<file path="src/inc/mttr_pkg.sv">
// Package: offsets, field layout and reset values of the tag report bank
package mttr_pkg;
    // ****************************************************************
    // Register offsets (byte addresses)
    // ****************************************************************
    localparam logic [11:0] OFF_FIRST_XY = 12'h128;
    localparam logic [11:0] OFF_FIRST_TAG = 12'h12c;
    localparam logic [11:0] OFF_SECOND_XY = 12'h130;
    localparam logic [11:0] OFF_SECOND_TAG = 12'h134;
    localparam logic [11:0] OFF_THIRD_XY = 12'h138;
    localparam logic [11:0] OFF_THIRD_TAG = 12'h13c;
    localparam logic [11:0] OFF_FOURTH_XY = 12'h140;
    localparam logic [11:0] OFF_FOURTH_TAG = 12'h144;
    localparam logic [11:0] OFF_FIFTH_XY = 12'h148;
    localparam logic [11:0] OFF_FIFTH_TAG = 12'h14c;
    // ****************************************************************
    // Field layout and reset values
    // ****************************************************************
    localparam int TAG_W = 8;
    localparam int COORD_W = 16;
    localparam int X_LSB = 16;
    localparam int Y_LSB = 0;
    localparam int NUM_POINTS = 5;
    localparam logic [7:0] TAG_NONE = 8'h00;
    localparam logic [15:0] COORD_RST = 16'h0000;
    localparam logic [31:0] RDATA_RST = 32'h0000_0000;
    // Tag index type
    typedef logic [2:0] mttr_idx_t;
endpackage : mttr_pkg

</file>
<file path="src/core/mttr_sync.sv">
// Two-flop synchroniser for pin-level inputs
`timescale 1ns/100ps
`default_nettype none
module mttr_sync #(
    parameter int W = 1
) (
    // Clock and reset
    input wire logic i_clk,
    input wire logic i_srst,
    // Data
    input wire logic [W-1:0] i_d,
    output logic [W-1:0] o_q
);
    logic [W-1:0] meta_r;
    logic [W-1:0] q_r;
    always_ff @(posedge i_clk) begin
        if (i_srst) begin
            meta_r <= '0;
            q_r <= '0;
        end else begin
            meta_r <= i_d;
            q_r <= meta_r;
        end
    end
    assign o_q = q_r;
endmodule : mttr_sync
`default_nettype wire

</file>
<file path="src/core/mttr_edge.sv">
// Rising-edge pulse of a synchronised level
`timescale 1ns/100ps
`default_nettype none
module mttr_edge (
    // Clock and reset
    input wire logic i_clk,
    input wire logic i_srst,
    // Level in, pulse out
    input wire logic i_lvl,
    output logic o_pulse
);
    logic prev_r;
    logic prev_nxt;
    always_comb begin
        prev_nxt = i_lvl;
    end
    always_ff @(posedge i_clk) begin
        if (i_srst) begin
            prev_r <= 1'b0;
        end else begin
            prev_r <= prev_nxt;
        end
    end
    assign o_pulse = i_lvl & ~prev_r;
endmodule : mttr_edge
`default_nettype wire

</file>
<file path="src/core/mttr_regs.sv">
// Touch tag report bank: per-point tags and lookup coordinates
//
// The address-and-strobe port is this design's own decision.
`timescale 1ns/100ps
`default_nettype none
module mttr_regs #(
    parameter int ADDR_W = 12
) (
    // Clock and reset
    input wire logic I_CLK,
    input wire logic I_SRST,
    // Register port
    input wire logic [ADDR_W-1:0] I_ADDR,
    input wire logic [31:0] I_WDATA,
    input wire logic I_WR,
    input wire logic I_RD,
    output logic [31:0] O_RDATA,
    // Touch engine side
    input wire logic I_EXT_MODE,
    input wire logic I_FRAME_DONE,
    input wire logic [39:0] I_LOOKUP_TAG,
    input wire logic [79:0] I_LOOKUP_X,
    input wire logic [79:0] I_LOOKUP_Y,
    // Status
    output logic O_EXT_MODE,
    output logic O_FRAME_SEEN
);
    // ****************************************************************
    // Input synchronisation
    // ****************************************************************
    logic ext_mode_s;
    logic frame_done_s;
    logic frame_end;

    mttr_sync #(
        .W(2)
    ) u_sync (
        .i_clk(I_CLK),
        .i_srst(I_SRST),
        .i_d({I_EXT_MODE, I_FRAME_DONE}),
        .o_q({ext_mode_s, frame_done_s})
    );

    // Scan-out end is a level from the display timer; act once per frame
    mttr_edge u_edge (
        .i_clk(I_CLK),
        .i_srst(I_SRST),
        .i_lvl(frame_done_s),
        .o_pulse(frame_end)
    );

    // ****************************************************************
    // Tag and coordinate storage
    // ****************************************************************
    // Lookup results are assumed stable across the frame-end strobe,
    // since the engine publishes them before raising frame done.
    logic [mttr_pkg::TAG_W-1:0] tag_r [mttr_pkg::NUM_POINTS];
    logic [mttr_pkg::TAG_W-1:0] tag_nxt [mttr_pkg::NUM_POINTS];
    logic [mttr_pkg::COORD_W-1:0] x_r [mttr_pkg::NUM_POINTS];
    logic [mttr_pkg::COORD_W-1:0] x_nxt [mttr_pkg::NUM_POINTS];
    logic [mttr_pkg::COORD_W-1:0] y_r [mttr_pkg::NUM_POINTS];
    logic [mttr_pkg::COORD_W-1:0] y_nxt [mttr_pkg::NUM_POINTS];
    logic ext_r;
    logic ext_nxt;
    logic seen_r;
    logic seen_nxt;

    // Point is live: first always, second onward only in extended mode
    function automatic logic point_live(input int p, input logic ext);
        point_live = (p == 0) || ext;
    endfunction : point_live

    always_comb begin
        ext_nxt = ext_mode_s;
        seen_nxt = seen_r | frame_end;
        for (int p = 0; p < mttr_pkg::NUM_POINTS; p++) begin
            tag_nxt[p] = tag_r[p];
            x_nxt[p] = x_r[p];
            y_nxt[p] = y_r[p];
            if (frame_end) begin
                if (point_live(p, ext_r)) begin
                    // Zero passes through unchanged and means no touch
                    tag_nxt[p] = I_LOOKUP_TAG[p*8 +: 8];
                    x_nxt[p] = I_LOOKUP_X[p*16 +: 16];
                    y_nxt[p] = I_LOOKUP_Y[p*16 +: 16];
                end else begin
                    // Stale multi-point state is dropped outside ext mode
                    tag_nxt[p] = mttr_pkg::TAG_NONE;
                    x_nxt[p] = mttr_pkg::COORD_RST;
                    y_nxt[p] = mttr_pkg::COORD_RST;
                end
            end
        end
    end

    always_ff @(posedge I_CLK) begin
        if (I_SRST) begin
            for (int p = 0; p < mttr_pkg::NUM_POINTS; p++) begin
                tag_r[p] <= mttr_pkg::TAG_NONE;
                x_r[p] <= mttr_pkg::COORD_RST;
                y_r[p] <= mttr_pkg::COORD_RST;
            end
            ext_r <= 1'b0;
            seen_r <= 1'b0;
        end else begin
            for (int p = 0; p < mttr_pkg::NUM_POINTS; p++) begin
                tag_r[p] <= tag_nxt[p];
                x_r[p] <= x_nxt[p];
                y_r[p] <= y_nxt[p];
            end
            ext_r <= ext_nxt;
            seen_r <= seen_nxt;
        end
    end

    // ****************************************************************
    // Read decode
    // ****************************************************************
    function automatic logic [31:0] tag_word(
        input logic [mttr_pkg::TAG_W-1:0] t
    );
        tag_word = {24'h00_0000, t};
    endfunction : tag_word

    function automatic logic [31:0] xy_word(
        input logic [15:0] x,
        input logic [15:0] y
    );
        xy_word = 32'h0000_0000;
        xy_word[mttr_pkg::X_LSB +: 16] = x;
        xy_word[mttr_pkg::Y_LSB +: 16] = y;
    endfunction : xy_word

    logic [31:0] rdata_r;
    logic [31:0] rdata_nxt;
    logic [11:0] a;

    always_comb begin
        a = 12'(I_ADDR);
        rdata_nxt = mttr_pkg::RDATA_RST;
        // Writes are ignored: the bank is read-only
        if (I_RD) begin
            if (a == mttr_pkg::OFF_FIRST_XY) begin
                rdata_nxt = xy_word(x_r[0], y_r[0]);
            end else if (a == mttr_pkg::OFF_FIRST_TAG) begin
                rdata_nxt = tag_word(tag_r[0]);
            end else if (a == mttr_pkg::OFF_SECOND_XY) begin
                rdata_nxt = xy_word(x_r[1], y_r[1]);
            end else if (a == mttr_pkg::OFF_SECOND_TAG) begin
                rdata_nxt = tag_word(tag_r[1]);
            end else if (a == mttr_pkg::OFF_THIRD_XY) begin
                rdata_nxt = xy_word(x_r[2], y_r[2]);
            end else if (a == mttr_pkg::OFF_THIRD_TAG) begin
                rdata_nxt = tag_word(tag_r[2]);
            end else if (a == mttr_pkg::OFF_FOURTH_XY) begin
                rdata_nxt = xy_word(x_r[3], y_r[3]);
            end else if (a == mttr_pkg::OFF_FOURTH_TAG) begin
                rdata_nxt = tag_word(tag_r[3]);
            end else if (a == mttr_pkg::OFF_FIFTH_XY) begin
                rdata_nxt = xy_word(x_r[4], y_r[4]);
            end else if (a == mttr_pkg::OFF_FIFTH_TAG) begin
                rdata_nxt = tag_word(tag_r[4]);
            end else begin
                // Unmapped offsets read zero
                rdata_nxt = mttr_pkg::RDATA_RST;
            end
        end
    end

    always_ff @(posedge I_CLK) begin
        if (I_SRST) begin
            rdata_r <= mttr_pkg::RDATA_RST;
        end else begin
            rdata_r <= rdata_nxt;
        end
    end

    // ****************************************************************
    // Outputs
    // ****************************************************************
    assign O_RDATA = rdata_r;
    assign O_EXT_MODE = ext_r;
    assign O_FRAME_SEEN = seen_r;

    // Write data has no destination in a read-only bank
    logic unused_wr;
    assign unused_wr = I_WR ^ (^I_WDATA);

endmodule : mttr_regs
`default_nettype wire

</file>
<file path="config.mk">
export PLATFORM = sky130hd
export DESIGN_NAME = mttr_regs
export DESIGN_NICKNAME = d
export VERILOG_FILES = /design/src/inc/mttr_pkg.sv /design/src/core/mttr_sync.sv /design/src/core/mttr_edge.sv /design/src/core/mttr_regs.sv
export SDC_FILE = /design/constraint.sdc
export NUM_CORES = 1
export LEC_CHECK = 0
export BUFFER_PORTS_ARGS = -buffer_cell sky130_fd_sc_hd__clkbuf_2
export CELL_PAD_IN_SITES_DETAIL_PLACEMENT = 0
export CELL_PAD_IN_SITES_GLOBAL_PLACEMENT = 1
export CORE_MARGIN = 2
export CORE_UTILIZATION = 37
export DETAILED_ROUTE_END_ITERATION = 16
export PLACE_DENSITY = 0.83
export SYNTH_ARGS = -nofsm -noshare
export SYNTH_HDL_FRONTEND = slang
export SYNTH_SLANG_ARGS = --single-unit
export TNS_END_PERCENT = 20
</file>
<file path="constraint.sdc">
create_clock -name I_CLK -period 2.75 [get_ports I_CLK]
set_clock_uncertainty 0.05 [all_clocks]
set_input_delay 0.55 -clock I_CLK [delete_from_list [all_inputs] [get_ports I_CLK]]
set_output_delay 0.55 -clock I_CLK [all_outputs]
set_load 0.02 [all_outputs]
</file>
## Yosys cells after proc, flatten, opt, wreduce, memory -nomap -nowiden

Memories as Yosys holds them, arrays and structs flattened.
Cells that the tools add are included.

| storage, ports and cells | value |
|---|---|
| memory bits (writable) | 200 |
| word-level logic and storage cells | 94 |
| memories kept | 3 |
| bits in registers | 39 |
| output and inout bits | 34 |
| bits of input ports | 250 |

| operators by class | value |
|---|---|
| mux-type cells | 55 |
| equality and inequality tests | 10 |
| reductions and logical operators | 1 |
| bitwise operators | 19 |

Memories:

| memory | depth | bits a word | read ports | clocked after Yosys merged registers in | wr ports | line | source |
|---|---|---|---|---|---|---|---|
| x_r | 5 | 16 | 5 | 0 | 5 | mttr_regs.sv:59 | `logic [mttr_pkg::COORD_W-1:0] x_r [mttr_pkg::NUM_POINTS];` |
| y_r | 5 | 16 | 5 | 0 | 5 | mttr_regs.sv:61 | `logic [mttr_pkg::COORD_W-1:0] y_r [mttr_pkg::NUM_POINTS];` |
| tag_r | 5 | 8 | 5 | 0 | 5 | mttr_regs.sv:57 | `logic [mttr_pkg::TAG_W-1:0] tag_r [mttr_pkg::NUM_POINTS];` |

Operators by type and width:

| kind | number |
|---|---|
| $mux W16 | 28 |
| $mux W32 | 9 |
| $eq A12 B9 Y1 const B | 10 |
| $mux W8 | 15 |
| $or A1 B1 Y1 | 16 |
| $mux W1 | 3 |
| $not A1 Y1 | 2 |
| $reduce_or A2 Y1 | 1 |
| $and A1 B1 Y1 | 1 |

## Depth between registers and ports, before layout

Gate-level depths: netlist of run 1.

| depth | value |
|---|---|
| depth after elaboration | 11 |
| mapped depth | 7 |
| mapped depth without buffers | 5 |

## Hierarchy

A second synthesis of run 1 with hierarchy kept.

| unflattened totals | value |
|---|---|
| cells, all modules | 1135 |
| area, all modules | 9831.9 µm² |

Modules (own cells, without submodules):

| module | cells an instance | instances | seq. area each (µm²) | area each (µm²) |
|---|---|---|---|---|
| mttr_regs | 1124 | 1 | 4684.5 | 9679.3 |
| mttr_sync | 8 | 1 | 80.1 | 105.1 |
| mttr_edge | 3 | 1 | 20.0 | 47.5 |

## Least setup slack after synthesis of run 1

OpenSTA, ideal clock, no wires.

| timing | value |
|---|---|
| path kind | input to register |
| start point | in I_ADDR[9] |
| end point | reg rdata_r[0], in the netlist O_RDATA[0] |
| path slack | 0.358 ns |
| path buffers | 2 |
| required time | 2.581 ns |
| library setup time | 0.119 ns |
| cell stages on the path | 7 |
| arrival | 2.223 ns |
| cell sequence | or4b_1 > buf_2 > or4_4 > buf_6 > o41ai_1 > a2111oi_1 > o221a_1 |

| on the way | value |
|---|---|
| longest elaborated chain between the ends | 11 |
| elaborated cells on any way between the ends | 20 |
| those cells by class | 10 x eq/ne; 10 x mux |

Ends and longest elaborated chain:

| element | line | source |
|---|---|---|
| start: declaration | mttr_regs.sv:13 | `input wire logic [ADDR_W-1:0] I_ADDR,` |
| $eq A12 B9 Y1 | mttr_regs.sv:161 | `end else if (a == mttr_pkg::OFF_FIFTH_TAG) begin` |
| $mux W8 | mttr_regs.sv:161 |  |
| $mux W32 | mttr_regs.sv:159 | `end else if (a == mttr_pkg::OFF_FIFTH_XY) begin` |
| $mux W32 | mttr_regs.sv:157 | `end else if (a == mttr_pkg::OFF_FOURTH_TAG) begin` |
| $mux W32 | mttr_regs.sv:155 | `end else if (a == mttr_pkg::OFF_FOURTH_XY) begin` |
| $mux W32 | mttr_regs.sv:153 | `end else if (a == mttr_pkg::OFF_THIRD_TAG) begin` |
| $mux W32 | mttr_regs.sv:151 | `end else if (a == mttr_pkg::OFF_THIRD_XY) begin` |
| $mux W32 | mttr_regs.sv:149 | `end else if (a == mttr_pkg::OFF_SECOND_TAG) begin` |
| $mux W32 | mttr_regs.sv:147 | `end else if (a == mttr_pkg::OFF_SECOND_XY) begin` |
| $mux W32 | mttr_regs.sv:145 | `end else if (a == mttr_pkg::OFF_FIRST_TAG) begin` |
| $mux W32 * | mttr_regs.sv:143 | `if (a == mttr_pkg::OFF_FIRST_XY) begin` |
| end signal: assignment | mttr_regs.sv:172 | `rdata_r <= mttr_pkg::RDATA_RST;` |
| end signal: assignment | mttr_regs.sv:174 | `rdata_r <= rdata_nxt;` |
| end: declaration | mttr_regs.sv:134 | `logic [31:0] rdata_r;` |

Mark *: on every way between the ends. The rest lies on a longest branch, timed or not.
A chain may end at the register's enable or synchronous reset.

## Final worst setup path of run 1

| timing | value |
|---|---|
| start point | in I_ADDR[1] |
| end point | reg rdata_r[2], in the netlist O_RDATA[2] |

The elaborated chain is that of the path after synthesis.

==> metrics.md, run 1 <==
| Metric | Value |
|---|---|
| Outcome | `complete, no violations` |
| Synth Warn # | `0` |
| Sink Count | `239` |
| Diode count | `0` |
| Met2 WL | `14000 um` |
| Fmax | `470 MHz` |
| Final GP Congestion | `0.841` |
| Dpl hpwl | `20700 um` |
| H-tree depth | `1` |
| Worst endpoint required time | `3.17 ns` |
| CP Capture Type | `flop` |
| Main synth FF type | `dfxtp_1` |
| Setup Buffers After CTS | `0` |
| Synthesized cell area | `9660 um2` |
| Synth Area per Inst | `8.25 um2` |
| Final core utilization | `46.7%` |
| Period utilisation layout | `77.4%` |
| Via/cell ratio | `5.28` |
| Port Buf Inserts | `250` |
| Global route overflow | `0` |
| Met1 Wirelength | `13300 um` |
| Commonest cells after routing, fill and taps aside | `clkbuf_2, nand2_1, dfxtp_1, a21oi_1, nand3_1` |
| Initial antenna violation count | `4` |
| Inserted Clock Buffers | `26` |
| Clock Pin Slew Worst Setup and Hold Paths | `0.06 ns` |
| Maximum clock path buffer count | `3` |
| Slew @ Worst Pin | `0.719 ns` |
| Total number of vias | `9054` |
| Met3 wire len | `1960 um` |
| Fraction of layout cells with a size suffix above 1 | `27.2%` |
| Fraction of registers with async set or reset after synthesis | `0%` |
| CTS resizes | `0` |
| FF+latch area | `4790 um2` |
| Io pins | `284` |
| Yosys reg bits | `239` |
| Die H | `166 um` |
| Detail Route Antenna Nets | `0` |
| RSZ-0062 raised after global routing | `no` |
| Max-Slew Margin vs Limit | `52.0%` |
| Largest net degree at the start of global routing | `164` |
| Die span in x | `166 um` |
| Clock network latency to the later pin of the worst-skew pair | `0.53 ns` |
| Worst vdd ir | `0.000403 V` |
| Die footprint | `27400 um2` |
| Syn Nets | `1420` |
| Slew Viols, Final | `0` |
| Area of the multi-input gates | `4460 um2` |
| Post-synth EDFFs | `0` |
| Switching share of total power | `23.2%` |
| Gr usage total | `20.9%` |
| Cells after synthesis | `1170` |
| Synth cell types | `34` |
| LEAKAGE | `4.42 nW` |
| Routed WL per cell | `17.4 um` |
| Core box area | `25800 um2` |
| P&R area growth vs syn | `25.0%` |
| Final critical-path required period | `2.13 ns` |
| Top Metal Used | `met5` |
| Max FO, Critical Path | `8` |
| Drt first-iter violations | `566` |
| WL final | `29900 um` |
| CTS tree | `done` |
| Vias in the first global route | `8428` |
| Worst min-delay path class | `input port to flop` |
| Int Pwr | `0.00554 W` |
| Most common library cell in the layout ignoring fill and taps | `clkbuf_2` |
| Filler cells | `2641` |
| First-pass GRT wire length | `45000 um` |
| Setup TNS | `0 ns` |
| Sequential area share after synthesis | `49.5%` |
| Final net count | `1613` |
| Max_cap viols | `0` |
| Row cnt | `59` |
| CP arrival | `2.55 ns` |
| WS Path Type | `input port to flop` |
| Initial Util | `37.4%` |
| Crit path launch type | `input port` |
| # DRC | `0` |
| Combinational power share | `6.1%` |
| PwrDens | `597 nW/um2` |
| Root Driver | `clkbuf_16` |
| Finish-stage setup viols | `0` |
| Seq pwr share | `48.8%` |
| CTS Hold Bufs | `0` |
| Sw power | `0.00167 W` |
| Fin. Hold Viols | `0` |
| Total iterations of the first detailed-routing run | `5` |
| Clock share of power | `45.1%` |
-- cell usage after synthesis (2+ instances only) --
library cell,n,area [um2]
a2111o_1,6,67.6
nor2_1,2,7.51
buf_2,10,50.1
nand3_1,161,806
nor3_1,4,20.0
o221ai_1,8,70.1
o221a_1,2,22.5
a21oi_1,238,1190
dfxtp_1,239,4780
o41ai_1,8,70.1
buf_1,7,26.3
a2111oi_1,2,20.0
a221oi_1,6,52.6
clkbuf_1,96,360
nor2b_1,9,56.3
a221o_1,2,20.0
nor3_2,2,20.0
nand2b_1,3,18.8
nand2_1,243,912
mux2_2,48,541
a22oi_1,48,360
o21ai_0,14,70.1
-- sequential cells by signal, summed over array words and instances, names as in the netlist --
register,count
O_EXT_MODE,1
O_FRAME_SEEN,1
O_RDATA,32
tag_r,40
u_edge.prev_r,1
u_sync.meta_r,2
u_sync.o_q,2
x_r,80
y_r,80
-- power groups by stage --
stage / Combinational (W) / Clock, W / Sequential, W
global placement: 0.000436 / 0 / 0.00359
floorplan: 0.000203 / 0 / 0.00358
CTS: 0.000441 / 0.00332 / 0.00352
finish: 0.000438 / 0.00325 / 0.00352
global route: 0.000479 / 0.00347 / 0.00352
detailed placement: 0.000440 / 0 / 0.00359
-- final cells by class --
| cell class | count | area share, % |
|---|---|---|
| Sequential cell | 239 | 39.7 |
| Tap cell | 335 | 3.47 |
| Inverter | 1 | 0.0311 |
| Clock inverter | 11 | 0.819 |
| Clock buffer | 35 | 5.75 |
| Timing Repair Buffer | 279 | 13.3 |
| Multi-Input combinational cell | 816 | 37.0 |
-- worst max-delay path, cell delays in order --
cell	delay (ns)
clkbuf_2	0.09
or4_1	0.60
nor3b_4	0.35
o221ai_1	0.18
a2111oi_1	0.50
o221a_1	0.27
-- cell families (layout without fill, tap and decap cells) --
group / after synthesis / count (layout) / synth area share, %
compound gates: 334 / 334 / 20.1
flops: 239 / 239 / 49.5
buf+inv: 115 / 326 / 4.68
mux: 48 / 48 / 5.60
simple gates: 434 / 434 / 20.0
-- worst paths after layout --
check	startpoint	to	slack [ns]	cells past startpoint
worst max-delay path	I_ADDR[1]	O_RDATA[2]	0.62	6
worst min-delay path	I_FRAME_DONE	u_sync.meta_r[0]	0.18	2
worst max register to register	u_edge.prev_r	y_r[0][60]	1.05	4
worst min register to register	u_sync.o_q[1]	O_EXT_MODE	0.38	1
-- routing by layer --
layer | vias to the layer above | global-route usage (%)
li1 | 4514 | -
met4 | 8 | 4.90
met1 | 4215 | 27.7
met2 | 273 | 35.0
met3 | 44 | 4.42
met5 | - | 0
-- stage by stage --
step	hold WS (ns)	area [um2]	power, W	setup slack [ns]	cells
finish	0.184	12100	0.00721	0.623	1716
global route	0.163	12100	0.00747	0.417	1716
CTS	0.155	12100	0.00728	0.631	1716
detailed placement	0.376	11300	0.00403	0.0851	1670
global placement	0.365	11300	0.00403	0.130	1670
floorplan	0.364	9660	0.00379	0.358	1170
(Power assumes the default switching activity.)
==> run 2, diff against run 1 <==
--- a/config.mk
+++ b/config.mk
@@ -5,6 +5,7 @@
 export SDC_FILE = /design/constraint.sdc
 export NUM_CORES = 1
 export LEC_CHECK = 0
+export ABC_AREA = 1
 export BUFFER_PORTS_ARGS = -buffer_cell sky130_fd_sc_hd__clkbuf_2
 export CELL_PAD_IN_SITES_DETAIL_PLACEMENT = 0
 export CELL_PAD_IN_SITES_GLOBAL_PLACEMENT = 1
==> constraint.sdc (replaced) <==
create_clock -name I_CLK -period 2.2 [get_ports I_CLK]
set_clock_uncertainty 0.05 [all_clocks]
set_input_delay 0.44 -clock I_CLK [delete_from_list [all_inputs] [get_ports I_CLK]]
set_output_delay 0.44 -clock I_CLK [all_outputs]
set_load 0.02 [all_outputs]
==> run 2 against run 1 <==
Compared with the run above:
- core utilization up 0.80 points
- first-iteration DRC count rose by 33%
- wire length grew 2.8%
- critical path depth up 5
- global-route usage up 0.19 points
==> metrics.md, run 2 <==
| Metric | Value |
|---|---|
| RSZ-0062 raised after global routing | `no` |
| Max-Slew Margin vs Limit | `51.5%` |
| # DRC | `0` |
| Setup TNS | `0 ns` |
| Detail Route Antenna Nets | `0` |
| Place WS | `0.00345 ns` |
| Final net count | `1741` |
| Worst min-delay path class | `input port to flop` |
| Switching share of total power | `23.1%` |
| Biggest regs | `x_r: 80 flops, y_r: 80 flops, tag_r: 40 flops` |
| Initial Util | `37.9%` |
| Die footprint | `28200 um2` |
| Port Buf Inserts | `250` |
| Final critical-path required period | `1.66 ns` |
| Synth Warn # | `0` |
| Commonest cells after routing, fill and taps aside | `clkbuf_2, dfxtp_1, a21oi_1, nand2_1, inv_1` |
| Sink Count | `239` |
| Slew Viols, Final | `0` |
| Worst Setup SP | `I_ADDR[6]` |
| Synth top area cells | `dfxtp_1, a21oi_1, a211oi_1` |
| Max FO, Critical Path | `10` |
| Synth cell types | `28` |
| Non-filler cells in the finished layout | `1850` |
| Yosys reg bits | `239` |
| Outcome | `complete, no violations` |
| Initial antenna violation count | `3` |
| Fraction of layout cells with a size suffix above 1 | `22.7%` |
| Max_cap viols | `0` |
| Dpl cells | `1797` |
| CP Capture Type | `flop` |
| Largest net degree at the start of global routing | `150` |
| CTS Hold Bufs | `0` |
| Worst vdd ir | `0.000509 V` |
| Post-synth top cells | `dfxtp_1, a21oi_1, nand2_1` |
| Dominant cell type by area after synthesis | `dfxtp_1` |
| Total iterations of the first detailed-routing run | `5` |
| Sequential area share after synthesis | `48.2%` |
| LEAKAGE | `5.17 nW` |
| Main synth FF type | `dfxtp_1` |
| Root Driver | `clkbuf_16` |
| Most common library cell in the layout ignoring fill and taps | `clkbuf_2` |
| Maximum clock path buffer count | `3` |
| Clock share of power | `45.8%` |
| Routed WL per cell | `16.6 um` |
| Setup ws final | `0.536 ns` |
| Row cnt | `59` |
| Final GP Congestion | `0.820` |
| Gr usage total | `21.1%` |
| WL final | `30700 um` |
| Sw power | `0.00220 W` |
| Clock network latency to the later pin of the worst-skew pair | `0.53 ns` |
| P&R area growth vs syn | `25.4%` |
| Global route overflow | `0` |
| Post-synth EDFFs | `0` |
| Fmax | `601 MHz` |
| Synthesized cell area | `9930 um2` |
| Total number of vias | `9441` |
| Seq pwr share | `47.2%` |
| Period utilisation layout | `75.6%` |
| Inserted Clock Buffers | `27` |
| Die span in x | `168 um` |
| PwrDens | `763 nW/um2` |
| CP arrival | `2.02 ns` |
| Slew @ Worst Pin | `0.728 ns` |
| CTS resizes | `0` |
| Min-delay src | `I_EXT_MODE` |
| Core box area | `26200 um2` |
| Io pins | `284` |
| First-pass GRT wire length | `47800 um` |
| Int Pwr | `0.00730 W` |
| Synth Area per Inst | `7.72 um2` |
| Reg-to-reg slack, setup | `0.58 ns` |
| Reg-to-Reg Start | `u_sync.o_q[0]` |
| Cells after synthesis | `1285` |
| Crit path launch type | `input port` |
| Fraction of registers with async set or reset after synthesis | `0%` |
| Yosys top cell area share | `48.2%` |
| Finish-stage setup viols | `0` |
| Die H | `168 um` |
| Combinational power share | `7.1%` |
| Hold WS | `0.0446 ns` |
| Worst endpoint required time | `2.55 ns` |
| Fin. Hold Viols | `0` |
| Clock Pin Slew Worst Setup and Hold Paths | `0.06 ns` |
| Syn Nets | `1535` |
| Filler cells | `2640` |
| Dpl hpwl | `21400 um` |
| WS Path Type | `input port to flop` |
| Most frequent cell after synthesis | `dfxtp_1` |
| Via/cell ratio | `5.10` |
| Total power after layout | `0.00950 W` |
| Setup Buffers After CTS | `0` |
| CTS tree | `done` |
| H-tree depth | `1` |
| Vias in the first global route | `8748` |
| Drt first-iter violations | `754` |
## run 2: changes by cell type after synthesis, moves of 14 or more
cell	change
inv_1	+164
o221ai_1	+16
nand3_1	-51
mux2_2	-48
a211oi_1	+114
a21oi_1	-14
a22oi_1	-48
nor2_1	+46
o22ai_1	+18
nand2_1	-65
## run 2: logic make-up after synthesis
family                 count (synthesis)  synth area share (%)
AOI/OAI and AO/OA                    419                  25.4
and+or+nand+nor                      349                  15.4
buffers and inverters                278                  11.0
DFF                                  239                  48.2
## run 2: metal layers
metal | part of all wire (%) | vias to the layer above | track usage (%)
li1 | - | 4806 | -
met1 | 50 | 4319 | 32.1
met2 | 43 | 276 | 31.2
met3 | 5.9 | 40 | 3.24
met4 | 1.6 | 0 | 5.22
met5 | 0 | - | 0
## run 2: critical path: stages
cell and delay, ns:
clkbuf_2 0.10, or2_1 0.26, nor3_4 0.20, nand4_2 0.30
o21ai_1 0.22, buf_4 0.19, a21oi_1 0.05, nand2_1 0.07
nand2_1 0.05, nand2_1 0.07, a21oi_1 0.07
## run 2: final cells by class
| cell class | count | area, um2 | area share [%] |
|---|---|---|---|
| sequential | 239 | 4790 | 38.5 |
| multi-input combinational | 768 | 4070 | 32.7 |
| timing repair buffer | 284 | 1650 | 13.3 |
| clock buffer | 41 | 788 | 6.33 |
| inverter | 171 | 649 | 5.22 |
| tap | 335 | 419 | 3.37 |
| clock inverter | 8 | 75.1 | 0.603 |
| antenna | 4 | 10.0 | 0.0804 |
## run 2: path summary, 6_finish.rpt
kind	end	cells past startpoint
max	O_RDATA[2]	11
min	u_sync.meta_r[1]	3
max reg2reg	y_r[0][31]	6
min reg2reg	u_sync.o_q[0]	2
## run 2: per-stage QoR
stage	cell area (um2)	utilization, %
floorplan	9930	-
global placement	11600	44.2
detailed placement	11600	44.2
CTS	12400	47.5
global route	12400	47.5
finish	12400	47.5
## run 2: power groups by stage
stage	Combinational, W	Clock [W]	Sequential (W)
finish	0.000674	0.00435	0.00448
detailed placement	0.000673	0	0.00457
global placement	0.000667	0	0.00457
global route	0.000748	0.00463	0.00449
CTS	0.000676	0.00443	0.00448
floorplan	0.000348	0	0.00457
